### config.mk
export PLATFORM = sky130hd
export DESIGN_NAME = mb_handler
export DESIGN_NICKNAME = d
export VERILOG_FILES = /design/src/rtl/mb_pkg.sv /design/src/rtl/mb_handler.sv
export SDC_FILE = /design/constraint.sdc
export NUM_CORES = 1
export LEC_CHECK = 0
export BUFFER_PORTS_ARGS = -buffer_cell sky130_fd_sc_hd__clkbuf_2
export CORE_MARGIN = 1.5
export CORE_UTILIZATION = 58
export CTS_CLUSTER_SIZE = 24
export DETAILED_ROUTE_END_ITERATION = 16
export GPL_ROUTABILITY_DRIVEN = 0
export PLACE_DENSITY = 0.78
export SLEW_MARGIN = 20
export SYNTH_ARGS = -nofsm -noshare
export SYNTH_HDL_FRONTEND = slang
export SYNTH_SLANG_ARGS = --single-unit
### constraint.sdc
create_clock -name I_SYS_CLK -period 15.7 [get_ports I_SYS_CLK]
set_input_delay 3.14 -clock I_SYS_CLK [delete_from_list [all_inputs] [get_ports I_SYS_CLK]]
set_output_delay 3.14 -clock I_SYS_CLK [all_outputs]
set_load 0.02 [all_outputs]
### src/rtl/mb_pkg.sv
/*
  Shared types and constants of the request handler for the field
  network server: function and exception codes, image layout, limits,
  indicator timing and the request and answer carriers.
  Assumes a 20 MHz system clock.
*/
package mb_pkg;
  // process image: ten words each way, twenty bytes
  localparam int IMG_WORDS = 10;
  typedef logic [15:0]                word_t;
  typedef logic [IMG_WORDS-1:0][15:0] img_t;
  localparam img_t OUT_IMG_RST = '0;

  // address bases and spans
  localparam word_t IN_WORD_BASE  = 16'h0000;
  localparam word_t IN_BIT_BASE   = 16'h0000;
  localparam word_t OUT_WORD_BASE = 16'h0400;
  localparam word_t COIL_BASE     = 16'h4000;
  localparam word_t WORD_SPAN     = 16'h000A;
  localparam word_t BIT_SPAN      = 16'h00A0;

  // function codes
  localparam logic [7:0] FC_RD_COILS = 8'h01;
  localparam logic [7:0] FC_RD_DISC  = 8'h02;
  localparam logic [7:0] FC_RD_HOLD  = 8'h03;
  localparam logic [7:0] FC_RD_INREG = 8'h04;
  localparam logic [7:0] FC_WR_COIL  = 8'h05;
  localparam logic [7:0] FC_WR_REG   = 8'h06;
  localparam logic [7:0] FC_WR_COILS = 8'h0F;
  localparam logic [7:0] FC_WR_REGS  = 8'h10;
  localparam logic [7:0] FC_MASK_WR  = 8'h16;
  localparam logic [7:0] FC_RW_REGS  = 8'h17;

  // exception codes
  localparam logic [7:0] EXC_NONE  = 8'h00;
  localparam logic [7:0] EXC_FUNC  = 8'h01;
  localparam logic [7:0] EXC_ADDR  = 8'h02;
  localparam logic [7:0] EXC_VALUE = 8'h03;

  // quantity limits and single coil values
  localparam word_t MAX_RD_BITS = 16'h07D0;
  localparam word_t MAX_RD_REGS = 16'h007D;
  localparam word_t MAX_WR_BITS = 16'h07B0;
  localparam word_t MAX_WR_REGS = 16'h007B;
  localparam word_t MAX_RW_WR   = 16'h0079;
  localparam word_t COIL_ON     = 16'hFF00;
  localparam word_t COIL_OFF    = 16'h0000;

  localparam logic [2:0] MAX_CONN = 3'h6;

  // indicator timing
  localparam longint CLK_HZ      = 20000000;
  localparam longint FLASH_ON_MS    = 250;
  localparam longint FLASH_GAP_MS   = 250;
  localparam longint FLASH_PAUSE_MS = 2000;
  localparam int FLASH_ON_CYC    = int'((FLASH_ON_MS * CLK_HZ) / 1000);
  localparam int FLASH_GAP_CYC   = int'((FLASH_GAP_MS * CLK_HZ) / 1000);
  localparam int FLASH_PAUSE_CYC = int'((FLASH_PAUSE_MS * CLK_HZ) / 1000);

  typedef struct packed {
    logic [7:0] fc;
    word_t      addr;      // read start, or single/multi write start
    word_t      qty;       // read count, or write count
    word_t      waddr;     // write start of combined read/write
    word_t      wqty;      // write count of combined read/write
    word_t      and_mask;  // mask write
    word_t      value;     // single write value or or-mask
  } req_t;

  typedef struct packed {
    logic       valid;
    logic       last;
    logic [7:0] exc;
    word_t      data;
  } rsp_t;

  typedef enum logic [2:0] {
    ST_IDLE  = 3'b000,
    ST_CHECK = 3'b001,
    ST_WRITE = 3'b010,
    ST_READ  = 3'b011,
    ST_DONE  = 3'b100
  } st_t;
endpackage

### src/rtl/mb_handler.sv
/*
  Request handler of the field network server: decodes function codes
  against a ten word input and ten word output image, answers beats or
  exceptions, counts host connections and blinks the status indicator.
  Assumes request framing and write data come from logic on I_SYS_CLK.
*/
`timescale 1ns/100ps
module mb_handler #(
  parameter int FLASH_ON_CYC    = mb_pkg::FLASH_ON_CYC,
  parameter int FLASH_GAP_CYC   = mb_pkg::FLASH_GAP_CYC,
  parameter int FLASH_PAUSE_CYC = mb_pkg::FLASH_PAUSE_CYC
) (
  input  wire logic          I_SYS_CLK,
  input  wire logic          I_ARST_N,
  input  wire logic          i_CE,
  input  wire logic          i_REQ_VALID,
  input  wire mb_pkg::req_t  i_REQ,
  output      logic          o_REQ_READY,
  input  wire logic          i_WVALID,
  input  wire mb_pkg::word_t i_WDATA,
  output      logic          o_WREADY,
  output      mb_pkg::rsp_t  o_RSP,
  input  wire mb_pkg::img_t  i_SLOT1,
  output      mb_pkg::img_t  o_SLOT2,
  input  wire logic          i_CONN_OPEN,
  input  wire logic          i_CONN_CLOSE,
  output      logic [2:0]    o_CONN_COUNT,
  output      logic          o_CONN_REFUSED,
  output      logic          o_NETWORK_STATUS_INDICATOR
);
  mb_pkg::st_t   state;
  mb_pkg::req_t  req;
  mb_pkg::img_t  in_snap;
  mb_pkg::img_t  out_buf;
  mb_pkg::word_t ptr;
  mb_pkg::word_t cnt;
  logic [31:0]   timer;
  logic [2:0]    grp;

  // function classes
  wire [7:0] fc       = req.fc;
  wire rd_bits  = fc == mb_pkg::FC_RD_COILS || fc == mb_pkg::FC_RD_DISC;
  wire rd_words = fc == mb_pkg::FC_RD_HOLD || fc == mb_pkg::FC_RD_INREG
               || fc == mb_pkg::FC_RW_REGS;
  wire wr_bits  = fc == mb_pkg::FC_WR_COIL || fc == mb_pkg::FC_WR_COILS;
  wire wr_single = fc == mb_pkg::FC_WR_COIL || fc == mb_pkg::FC_WR_REG
                || fc == mb_pkg::FC_MASK_WR;
  wire wr_multi = fc == mb_pkg::FC_WR_COILS || fc == mb_pkg::FC_WR_REGS
               || fc == mb_pkg::FC_RW_REGS;
  wire has_rd   = rd_bits || rd_words;
  wire has_wr   = wr_single || wr_multi;
  wire fc_ok    = has_rd || has_wr;

  // read side decode; code 3 picks its image by address
  wire rd_out = fc == mb_pkg::FC_RD_COILS
             || (fc == mb_pkg::FC_RD_HOLD
                 && req.addr >= mb_pkg::OUT_WORD_BASE);
  wire mb_pkg::word_t rd_base = rd_bits ? (rd_out ? mb_pkg::COIL_BASE
                                : mb_pkg::IN_BIT_BASE)
                              : (rd_out ? mb_pkg::OUT_WORD_BASE
                                : mb_pkg::IN_WORD_BASE);
  wire mb_pkg::word_t rd_span = rd_bits ? mb_pkg::BIT_SPAN
                                        : mb_pkg::WORD_SPAN;
  wire mb_pkg::word_t rd_max  = rd_bits ? mb_pkg::MAX_RD_BITS
                                        : mb_pkg::MAX_RD_REGS;
  wire [16:0] rd_end  = {1'b0, req.addr} + {1'b0, req.qty};
  wire [16:0] rd_lim  = {1'b0, rd_base} + {1'b0, rd_span};
  wire rd_addr_ok = req.addr >= rd_base && rd_end <= rd_lim;
  wire rd_qty_ok  = req.qty != 16'h0000 && req.qty <= rd_max;

  // write side decode: only the output image is writable
  wire mb_pkg::word_t wr_addr = fc == mb_pkg::FC_RW_REGS ? req.waddr
                                                         : req.addr;
  wire mb_pkg::word_t wr_qty  = wr_single ? 16'h0001
                              : fc == mb_pkg::FC_RW_REGS ? req.wqty
                                                         : req.qty;
  wire mb_pkg::word_t wr_base = wr_bits ? mb_pkg::COIL_BASE
                                        : mb_pkg::OUT_WORD_BASE;
  wire mb_pkg::word_t wr_span = wr_bits ? mb_pkg::BIT_SPAN
                                        : mb_pkg::WORD_SPAN;
  wire [16:0] wr_end  = {1'b0, wr_addr} + {1'b0, wr_qty};
  wire [16:0] wr_lim  = {1'b0, wr_base} + {1'b0, wr_span};
  wire wr_addr_ok = wr_addr >= wr_base && wr_end <= wr_lim;
  wire mb_pkg::word_t wr_max = fc == mb_pkg::FC_WR_COILS
                               ? mb_pkg::MAX_WR_BITS
                             : fc == mb_pkg::FC_WR_REGS
                               ? mb_pkg::MAX_WR_REGS
                               : mb_pkg::MAX_RW_WR;
  wire coil_val_ok = req.value == mb_pkg::COIL_ON
                  || req.value == mb_pkg::COIL_OFF;
  wire wr_qty_ok  = fc == mb_pkg::FC_WR_COIL ? coil_val_ok
                  : wr_single || (wr_qty != 16'h0000 && wr_qty <= wr_max);

  // exception priority: function, value, address
  wire qty_ok  = (!has_rd || rd_qty_ok) && (!has_wr || wr_qty_ok);
  wire addr_ok = (!has_rd || rd_addr_ok) && (!has_wr || wr_addr_ok);
  wire [7:0] exc = !fc_ok   ? mb_pkg::EXC_FUNC
                 : !qty_ok  ? mb_pkg::EXC_VALUE
                 : !addr_ok ? mb_pkg::EXC_ADDR
                 : mb_pkg::EXC_NONE;

  // element select; bits alias word storage sixteen to a word
  wire mb_pkg::word_t rd_off = ptr - rd_base;
  wire [3:0] rd_widx = rd_bits ? rd_off[7:4] : rd_off[3:0];
  wire mb_pkg::img_t  rd_img = rd_out ? out_buf : in_snap;
  wire mb_pkg::word_t rd_word = rd_img[rd_widx];
  wire mb_pkg::word_t rd_data = rd_bits
                              ? {15'h0000, rd_word[rd_off[3:0]]}
                              : rd_word;
  wire mb_pkg::word_t wr_off = ptr - wr_base;
  wire [3:0] wr_widx = wr_bits ? wr_off[7:4] : wr_off[3:0];
  wire mb_pkg::word_t wr_cur = out_buf[wr_widx];
  wire wr_bit_val = fc == mb_pkg::FC_WR_COIL
                  ? req.value == mb_pkg::COIL_ON : i_WDATA[0];
  wire mb_pkg::word_t bit_sel = 16'h0001 << wr_off[3:0];
  wire mb_pkg::word_t wr_word =
      wr_bits ? ((wr_cur & ~bit_sel) | (wr_bit_val ? bit_sel : 16'h0000))
    : fc == mb_pkg::FC_MASK_WR
      ? ((wr_cur & req.and_mask) | (req.value & ~req.and_mask))
    : fc == mb_pkg::FC_WR_REG ? req.value : i_WDATA;
  wire wr_take = state == mb_pkg::ST_WRITE
              && (wr_single || (i_WVALID && o_WREADY));

  // request sequencer
  always_ff @(posedge I_SYS_CLK or negedge I_ARST_N) begin
    if (!I_ARST_N) begin
      state <= mb_pkg::ST_IDLE;
      req   <= '0;
      ptr   <= 16'h0000;
      cnt   <= 16'h0000;
    end else if (i_CE) begin
      unique case (state)
        mb_pkg::ST_IDLE: begin
          if (i_REQ_VALID && o_REQ_READY) begin
            req   <= i_REQ;
            state <= mb_pkg::ST_CHECK;
          end
        end
        mb_pkg::ST_CHECK: begin
          if (exc != mb_pkg::EXC_NONE) begin
            state <= mb_pkg::ST_IDLE;
          end else if (has_wr) begin
            ptr   <= wr_addr;
            cnt   <= wr_qty;
            state <= mb_pkg::ST_WRITE;
          end else begin
            ptr   <= req.addr;
            cnt   <= req.qty;
            state <= mb_pkg::ST_READ;
          end
        end
        mb_pkg::ST_WRITE: begin
          if (wr_take) begin
            ptr <= ptr + 16'h0001;
            cnt <= cnt - 16'h0001;
            if (cnt == 16'h0001 && has_rd) begin
              ptr   <= req.addr;
              cnt   <= req.qty;
              state <= mb_pkg::ST_READ;
            end else if (cnt == 16'h0001) begin
              state <= mb_pkg::ST_DONE;
            end
          end
        end
        mb_pkg::ST_READ: begin
          ptr <= ptr + 16'h0001;
          cnt <= cnt - 16'h0001;
          if (cnt == 16'h0001) begin
            state <= mb_pkg::ST_DONE;
          end
        end
        mb_pkg::ST_DONE: state <= mb_pkg::ST_IDLE;
      endcase
    end
  end

  // handshakes: ready for a request in idle, write data during writes
  always_ff @(posedge I_SYS_CLK or negedge I_ARST_N) begin
    if (!I_ARST_N) begin
      o_REQ_READY <= 1'b1;
      o_WREADY    <= 1'b0;
    end else if (i_CE) begin
      o_REQ_READY <= (state == mb_pkg::ST_IDLE && !i_REQ_VALID)
                  || (state == mb_pkg::ST_CHECK && exc != mb_pkg::EXC_NONE)
                  || state == mb_pkg::ST_DONE;
      o_WREADY <= (state == mb_pkg::ST_CHECK && exc == mb_pkg::EXC_NONE
                   && wr_multi)
               || (o_WREADY && !(wr_take && cnt == 16'h0001));
    end
  end

  // input snapshot at accept; written words held until the end
  always_ff @(posedge I_SYS_CLK or negedge I_ARST_N) begin
    if (!I_ARST_N) begin
      in_snap <= '0;
      out_buf <= mb_pkg::OUT_IMG_RST;
      o_SLOT2 <= mb_pkg::OUT_IMG_RST;
    end else if (i_CE) begin
      if (state == mb_pkg::ST_IDLE && i_REQ_VALID && o_REQ_READY)
        in_snap <= i_SLOT1;
      if (wr_take)
        out_buf[wr_widx] <= wr_word;
      if (state == mb_pkg::ST_DONE)
        o_SLOT2 <= out_buf;
    end
  end

  // answer beats: read data, write echo or exception
  always_ff @(posedge I_SYS_CLK or negedge I_ARST_N) begin
    if (!I_ARST_N) begin
      o_RSP <= '0;
    end else if (i_CE) begin
      o_RSP <= '0;
      if (state == mb_pkg::ST_CHECK && exc != mb_pkg::EXC_NONE)
        o_RSP <= '{1'b1, 1'b1, exc, 16'h0000};
      else if (state == mb_pkg::ST_READ)
        o_RSP <= '{1'b1, cnt == 16'h0001, mb_pkg::EXC_NONE, rd_data};
      else if (state == mb_pkg::ST_DONE && !has_rd)
        o_RSP <= '{1'b1, 1'b1, mb_pkg::EXC_NONE, wr_qty};
    end
  end

  // connection count, saturating at six
  always_ff @(posedge I_SYS_CLK or negedge I_ARST_N) begin
    if (!I_ARST_N) begin
      o_CONN_COUNT   <= 3'h0;
      o_CONN_REFUSED <= 1'b0;
    end else if (i_CE) begin
      o_CONN_REFUSED <= i_CONN_OPEN && !i_CONN_CLOSE
                     && o_CONN_COUNT == mb_pkg::MAX_CONN;
      if (i_CONN_OPEN && !i_CONN_CLOSE
          && o_CONN_COUNT != mb_pkg::MAX_CONN)
        o_CONN_COUNT <= o_CONN_COUNT + 3'h1;
      else if (i_CONN_CLOSE && !i_CONN_OPEN && o_CONN_COUNT != 3'h0)
        o_CONN_COUNT <= o_CONN_COUNT - 3'h1;
    end
  end

  // indicator: groups of flashes, then a long dark pause
  always_ff @(posedge I_SYS_CLK or negedge I_ARST_N) begin
    if (!I_ARST_N) begin
      timer <= 32'h0000_0000;
      grp   <= 3'h0;
      o_NETWORK_STATUS_INDICATOR <= 1'b0;
    end else if (i_CE) begin
      if (timer != 32'h0000_0000) begin
        timer <= timer - 32'h0000_0001;
      end else if (o_NETWORK_STATUS_INDICATOR) begin
        o_NETWORK_STATUS_INDICATOR <= 1'b0;
        grp   <= grp - 3'h1;
        timer <= grp == 3'h1 ? 32'(FLASH_PAUSE_CYC - 1)
                             : 32'(FLASH_GAP_CYC - 1);
      end else if (o_CONN_COUNT != 3'h0) begin
        o_NETWORK_STATUS_INDICATOR <= 1'b1;
        timer <= 32'(FLASH_ON_CYC - 1);
        if (grp == 3'h0)
          grp <= o_CONN_COUNT;
      end else begin
        grp <= 3'h0;
      end
    end
  end
endmodule

---- After elaboration in Yosys (flattened, before gate mapping) ----
Index checks and enable logic that the tools add are counted.
storage, ports and cells
  flip-flop bits (word level) ............. 687
cells by class
  bitwise operators ....................... 8
  reduce and logical (&&, ||, !) cells .... 76
  shifts and indexed selects .............. 1
  magnitude comparators ................... 11
  mux-type cells .......................... 65
  add/subtract/negate cells ............... 12
  equality and inequality tests ........... 23
operator list
  cell                                                 count
  two-way mux 16 bit                                   19
  bitwise mux 160 bit                                  1
  two-way mux 160 bit                                  1
  binary-select mux 16 bit (select 4 bit)              2
  two-way mux 26 bit                                   4
  two-way mux 32 bit                                   3
  one-hot mux 16 bit (3 select lines)                  2
  demux 16 bit (select 4 bit)                          1
  AND 16 bit                                           3
  two-way mux 15 bit                                   3
  adder 16 x 16 -> 17 bit                              2
  <= comparator 17 x 16 -> 1 bit                       2
  two-way mux 11 bit                                   3
  adder 15 x 8 -> 16 bit                               2
  greater-or-equal comparator 16 x 15 -> 1 bit         2
  <= comparator 16 x 11 -> 1 bit                       2
  NOT 16 bit                                           2
  OR 16 bit                                            2
  nonzero test 16 bit                                  2
  nonzero test 32 bit                                  1
  subtractor 32 x 1 -> 32 bit, second input constant   1
  two-way mux 3 bit                                    9
  logical AND 1 bit                                    26
  equality test 8 x 3 -> 1 bit, second input constant  3
  other kinds (39)                                     98

---- Longest topological paths before layout ----
  depth after elaboration ................. 17
  depth in mapped cells ................... 31

---- Least setup slack after synthesis ----
Ideal clock, no wire load.
  path kind ............................... reg-to-reg
  start point ............................. register req (netlist bit fc[3])
  end point ............................... register ptr[3]
  setup slack ............................. 9459 ps
  data arrival time ....................... 6108 ps
  library setup time ...................... 133 ps
  cell stages (with the launch flop) ...... 31
  path through ............................ dfrtp_1 > or4_4 > nor2_1 > clkbuf_1 > buf_1 > nand2_1 > nand2_1 > ha_1 > inv_1 > fa_1 > nor2b_1 > o2111ai_1 > nand2_1 > o31a_1 > a31oi_1 > o21bai_1 > a21oi_1 > xnor2_1 > ha_1 > or4_1 > a211o_1 > a2111oi_0 > a211oi_1 > o211ai_1 > o2111ai_1 > nor2_1 > a21oi_1 > clkbuf_1 > buf_2 > nand2_1 > o21ai_0
on the way
  longest elaborated chain between the ends .. 16
RTL lines
  element                                                   RTL line                            source
  from (decl)                                               mb_handler.sv:32                    mb_pkg::req_t req;
  from (signal assigned)                                    mb_handler.sv:135                   req <= i_REQ;
  equality test 8 x 2 -> 1 bit                              mb_handler.sv:43, mb_handler.sv:56
  logical AND 1 bit                                         mb_handler.sv:57                    && req.addr >= mb_pkg::OUT_WORD_BASE);
  logical OR 1 bit                                          mb_handler.sv:56                    || (fc == mb_pkg::FC_RD_HOLD
  two-way mux 11 bit or two-way mux 15 bit (tied branches)  mb_handler.sv:60, mb_handler.sv:58
  two-way mux 15 bit                                        mb_handler.sv:58                    wire mb_pkg::word_t rd_base = rd_bits ? (rd_out ? mb_pkg::COIL_BASE
  adder 15 x 8 -> 16 bit                                    mb_handler.sv:67                    wire [16:0] rd_lim = {1'b0, rd_base} + {1'b0, rd_span};
  <= comparator 17 x 16 -> 1 bit                            mb_handler.sv:68                    wire rd_addr_ok = req.addr >= rd_base && rd_end <= rd_lim;
  logical AND 1 bit                                         mb_handler.sv:68
  logical OR 1 bit                                          mb_handler.sv:96                    wire addr_ok = (!has_rd || rd_addr_ok) && (!has_wr || wr_addr_ok);
  logical AND 1 bit                                         mb_handler.sv:96
  two-way mux 2 bit                                         mb_handler.sv:99                    : !addr_ok ? mb_pkg::EXC_ADDR
  two-way mux 2 bit                                         mb_handler.sv:98                    : !qty_ok ? mb_pkg::EXC_VALUE
  two-way mux 2 bit                                         mb_handler.sv:97                    wire [7:0] exc = !fc_ok ? mb_pkg::EXC_FUNC
  nonzero test 8 bit                                        mb_handler.sv:140                   if (exc != mb_pkg::EXC_NONE) begin
  inequality test 2 bit (no source line)                    n/a
  AND reduction 4 bit (no source line)                      n/a
  to (signal assigned)                                      mb_handler.sv:143                   ptr <= wr_addr;
  to (signal assigned)                                      mb_handler.sv:147                   ptr <= req.addr;
  to (signal assigned)                                      mb_handler.sv:154                   ptr <= ptr + 16'h0001;
  to (decl)                                                 mb_handler.sv:35                    mb_pkg::word_t ptr;
Parallel ways exist; a longest one is shown, timed or not. The select of a mux whose other input is x is not followed.
A chain may end at the register's enable or synchronous reset.

---- Final worst setup path ----
  start point ............................. register req (netlist bit fc[0])
  end point ............................... register cnt[3]
on the way
  longest elaborated chain between the ends .. 16
RTL lines
  element                                                   RTL line                            source
  equality test 8 x 2 -> 1 bit                              mb_handler.sv:43, mb_handler.sv:56
  logical AND 1 bit                                         mb_handler.sv:57
  logical OR 1 bit                                          mb_handler.sv:56
  two-way mux 11 bit or two-way mux 15 bit (tied branches)  mb_handler.sv:60, mb_handler.sv:58
  two-way mux 15 bit                                        mb_handler.sv:58
  adder 15 x 8 -> 16 bit                                    mb_handler.sv:67
  <= comparator 17 x 16 -> 1 bit                            mb_handler.sv:68
  logical AND 1 bit                                         mb_handler.sv:68
  logical OR 1 bit                                          mb_handler.sv:96
  logical AND 1 bit                                         mb_handler.sv:96
  two-way mux 2 bit                                         mb_handler.sv:99
  two-way mux 2 bit                                         mb_handler.sv:98
  two-way mux 2 bit                                         mb_handler.sv:97
  nonzero test 8 bit                                        mb_handler.sv:140
  inequality test 2 bit (no source line)                    n/a
  AND reduction 4 bit (no source line)                      n/a
  to (signal assigned)                                      mb_handler.sv:144                   cnt <= wr_qty;
  to (signal assigned)                                      mb_handler.sv:148                   cnt <= req.qty;
  to (signal assigned)                                      mb_handler.sv:155                   cnt <= cnt - 16'h0001;
  to (decl)                                                 mb_handler.sv:36                    mb_pkg::word_t cnt;
Parallel ways exist; a longest one is shown, timed or not. The select of a mux whose other input is x is not followed.

==> results.sh <==
export IMPL_status="finished clean"
export IMPL_dp_hpwl_um=88900
export IMPL_drt_iter0_drc=4119
export IMPL_grt_pass1_wl_um=184000
export IMPL_core_um2=60700
export IMPL_synth_area_um2=35800
export IMPL_die_x_um=251
export IMPL_synth_edf_count=0
export IMPL_utilization_pct=68.2
export IMPL_nets=4095
export IMPL_hold_violations=0
export IMPL_critical_path_required_ps=16190
export IMPL_dpl_cell_area_um2=38700
export IMPL_endpoint_kind="flop"
export IMPL_cts_sinks=673
export IMPL_wl_um=124000
export IMPL_fin_crit_sh_pct=46.1
export IMPL_crit_fanout=50
export IMPL_clockBufferDepth=3
export IMPL_hold_path_cell_count=1
export IMPL_initial_core_util_pct=58.9
export IMPL_portBuffers=473
export IMPL_grt_usage_pct=39.0
export IMPL_cts_tree="done"
export IMPL_ant_nets=0
export IMPL_power_density_nw_per_um2=194
export IMPL_ios=480
export IMPL_grt_max_degree=165
export IMPL_worstPathArrival_ps=7730
export IMPL_antenna_found_initial=7
export IMPL_r2r_slack_ps=8460
export IMPL_dieArea_um2=63200
export IMPL_ys_ff_latch=673
export IMPL_multiInputGateArea_um2=18000
export IMPL_clock_fmax_ghz=0.138
export IMPL_ys_seq_area_share_pct=47.1
export IMPL_fillCellCount=4551
export IMPL_setup_tns_ps=0
export IMPL_rsz0062_at_grt="no"
export IMPL_finalClockSkew_ps=42.6
export IMPL_reg2reg_depth=26
export IMPL_slew_violations=0
export IMPL_clkLatencyLatePin_ps=650
export IMPL_cts_root_buffer="clkbuf_16"
export IMPL_hold_class="flop to flop"
export IMPL_tightest_slew_ps=1190
export IMPL_area_delta_synth_final_pct=15.8
export IMPL_firstDrtPassIters=9
export IMPL_synthCells=3332
export IMPL_cts_hold_buf=0
export IMPL_h_tree_depth=3
export IMPL_wl_per_cell_um=27.1
export IMPL_clk_pin_slew_ps=60
export IMPL_yosysWarnings=0
export IMPL_viasPerCell=6.65
export IMPL_vdd_drop_max_mv=0.149
export IMPL_drive_gt1_share_pct=33.9
export IMPL_slew_headroom_pct=19.7
export IMPL_core_rowCount=90
export IMPL_p_leak_uw=0.0194
export IMPL_die_y_um=251
export IMPL_drc=0
export IMPL_cp_start_kind="flop"
export IMPL_seq_area_um2=16800
export IMPL_crit_type="flop to flop"
export IMPL_post_cts_buffers=0
export IMPL_post_cts_resized=0
export IMPL_setup_violations=0
export IMPL_postLayoutCellArea_um2=41400
export IMPL_finalCriticalPeriod_ps=7240
export IMPL_synth_flop_cell="dfrtp_1"
export IMPL_synth_async_reset_ratio_pct=100
export IMPL_drv_cap=0
export IMPL_avgSynthCellArea_um2=10.7
export IMPL_vias=30400
export IMPL_cts_buffers_inserted=72
export IMPL_synth_cell_types=96
export IMPL_grt_pass1_vias=29700
export IMPL_overflow=0
## cells in the mapped netlist (15+ instances only)
master | number | area [µm²]
a211oi_1 | 35 | 263
a21o_1 | 19 | 143
a21oi_1 | 180 | 901
a221oi_1 | 26 | 228
a31oi_1 | 41 | 257
and3_1 | 34 | 213
buf_2 | 31 | 155
clkbuf_1 | 137 | 514
dfrtp_1 | 672 | 16800
ha_1 | 75 | 938
inv_1 | 48 | 180
mux2_2 | 562 | 6330
mux2i_1 | 75 | 751
mux4_2 | 32 | 721
nand2_1 | 463 | 1740
nand2b_1 | 18 | 113
nand3_1 | 113 | 566
nand4_1 | 23 | 144
nor2_1 | 168 | 631
nor2b_1 | 16 | 100
nor3_1 | 36 | 180
nor4_1 | 35 | 219
o211ai_1 | 18 | 135
o21a_1 | 18 | 135
o21ai_0 | 128 | 641
or3_1 | 20 | 125
xnor2_1 | 37 | 324
xor2_1 | 15 | 131
## critical path, stage by stage (launching register included)
cell       delay, ps
dfrtp_1          650
and4_1           400
nand2_1          670
o22a_1           540
ha_1             240
inv_1             70
fa_1             210
nor2b_1           90
o2111ai_1        280
nand2_1          120
o31a_1           360
a31oi_1          260
o21bai_1          90
a21oi_1          190
xnor2_1           90
ha_1             260
or4_1            560
a211o_1          320
a2111oi_0        420
a211oi_1          90
o211ai_1         110
o2111ai_1        190
nor2_1           180
a21oi_2           70
buf_4            280
o21ai_0          230
o31ai_1           90
## where the power goes
group / switching, µW / internal (µW)
combinational: 2070 / 1350
sequential: 539 / 2180
clock: 758 / 1140
## metrics by stage
stage	total power [µW]	cells	worst slack [ps]	hold WS, ps
after CTS	7910	4569	8630	493
after floorplan	4850	3337	9460	450
after detailed placement	5990	4436	8650	479
after global routing	8390	4575	7940	518
after global placement	5920	4436	8860	471
final	8040	4576	8460	500
## state kept, by name (all words and copies together), names as in the netlist, 3 cells and up
name and count:
in_snap 160, o_SLOT2 160, out_buf 160, req 96
timer 32, o_RSP 20, cnt 16, fc 8
ptr 8, grp 3, o_CONN_COUNT 3, state 3
## cells in the final DEF (no fill, tap or decap), drive strengths merged, types with 16 or more instances in the layout
master / instances
a21oi: 182
xnor2: 37
nor3: 39
nand2: 464
nand2b: 18
a21o: 19
inv: 56
clkinv: 17
nand4: 23
mux2: 562
buf: 45
a221oi: 28
dfrtp: 672
o21a: 18
nor2b: 16
nor2: 168
mux4: 32
clkbuf: 569
or3: 20
nand3: 113
a31oi: 42
ha: 75
and3: 34
a211oi: 35
o211ai: 18
o21ai: 132
mux2i: 78
nor4: 37
## layer usage
layer | global-route usage, % | wire [µm]
met5 | 0 | 10
met4 | 24.4 | 9620
met3 | 10.9 | 14300
met2 | 60.4 | 55400
met1 | 48.4 | 44600
## layout make-up
class	instances	share of cell area (%)
multi-input cells	2413	43.4
flip-flops and latches	673	40.7
inverters	51	0.462
repair buffers	519	6.67
clock inverters	38	1.50
clock buffers	95	4.92
diodes	5	0.0302
well taps	782	2.36
## worst paths after layout
check	from	endpoint
max	fc[0]	cnt[3]
min	in_snap[2]	in_snap[2]
max reg2reg	fc[0]	cnt[3]
min reg2reg	in_snap[2]	in_snap[2]
max in group asynchronous	I_ARST_N	in_snap[9]
min in group asynchronous	I_ARST_N	req[68]
## cells by family after synthesis
kind of cell / count (synthesis) / share of synthesized area, %
flops: 673 / 47.1
buf+inv: 251 / 2.98
mux: 672 / 21.9
fa+ha+maj: 79 / 2.82
compound gates: 609 / 11.0
simple gates: 995 / 12.9
xor+xnor: 52 / 1.27
other cells: 1 / 0.0105
(Power assumes the default switching activity.)
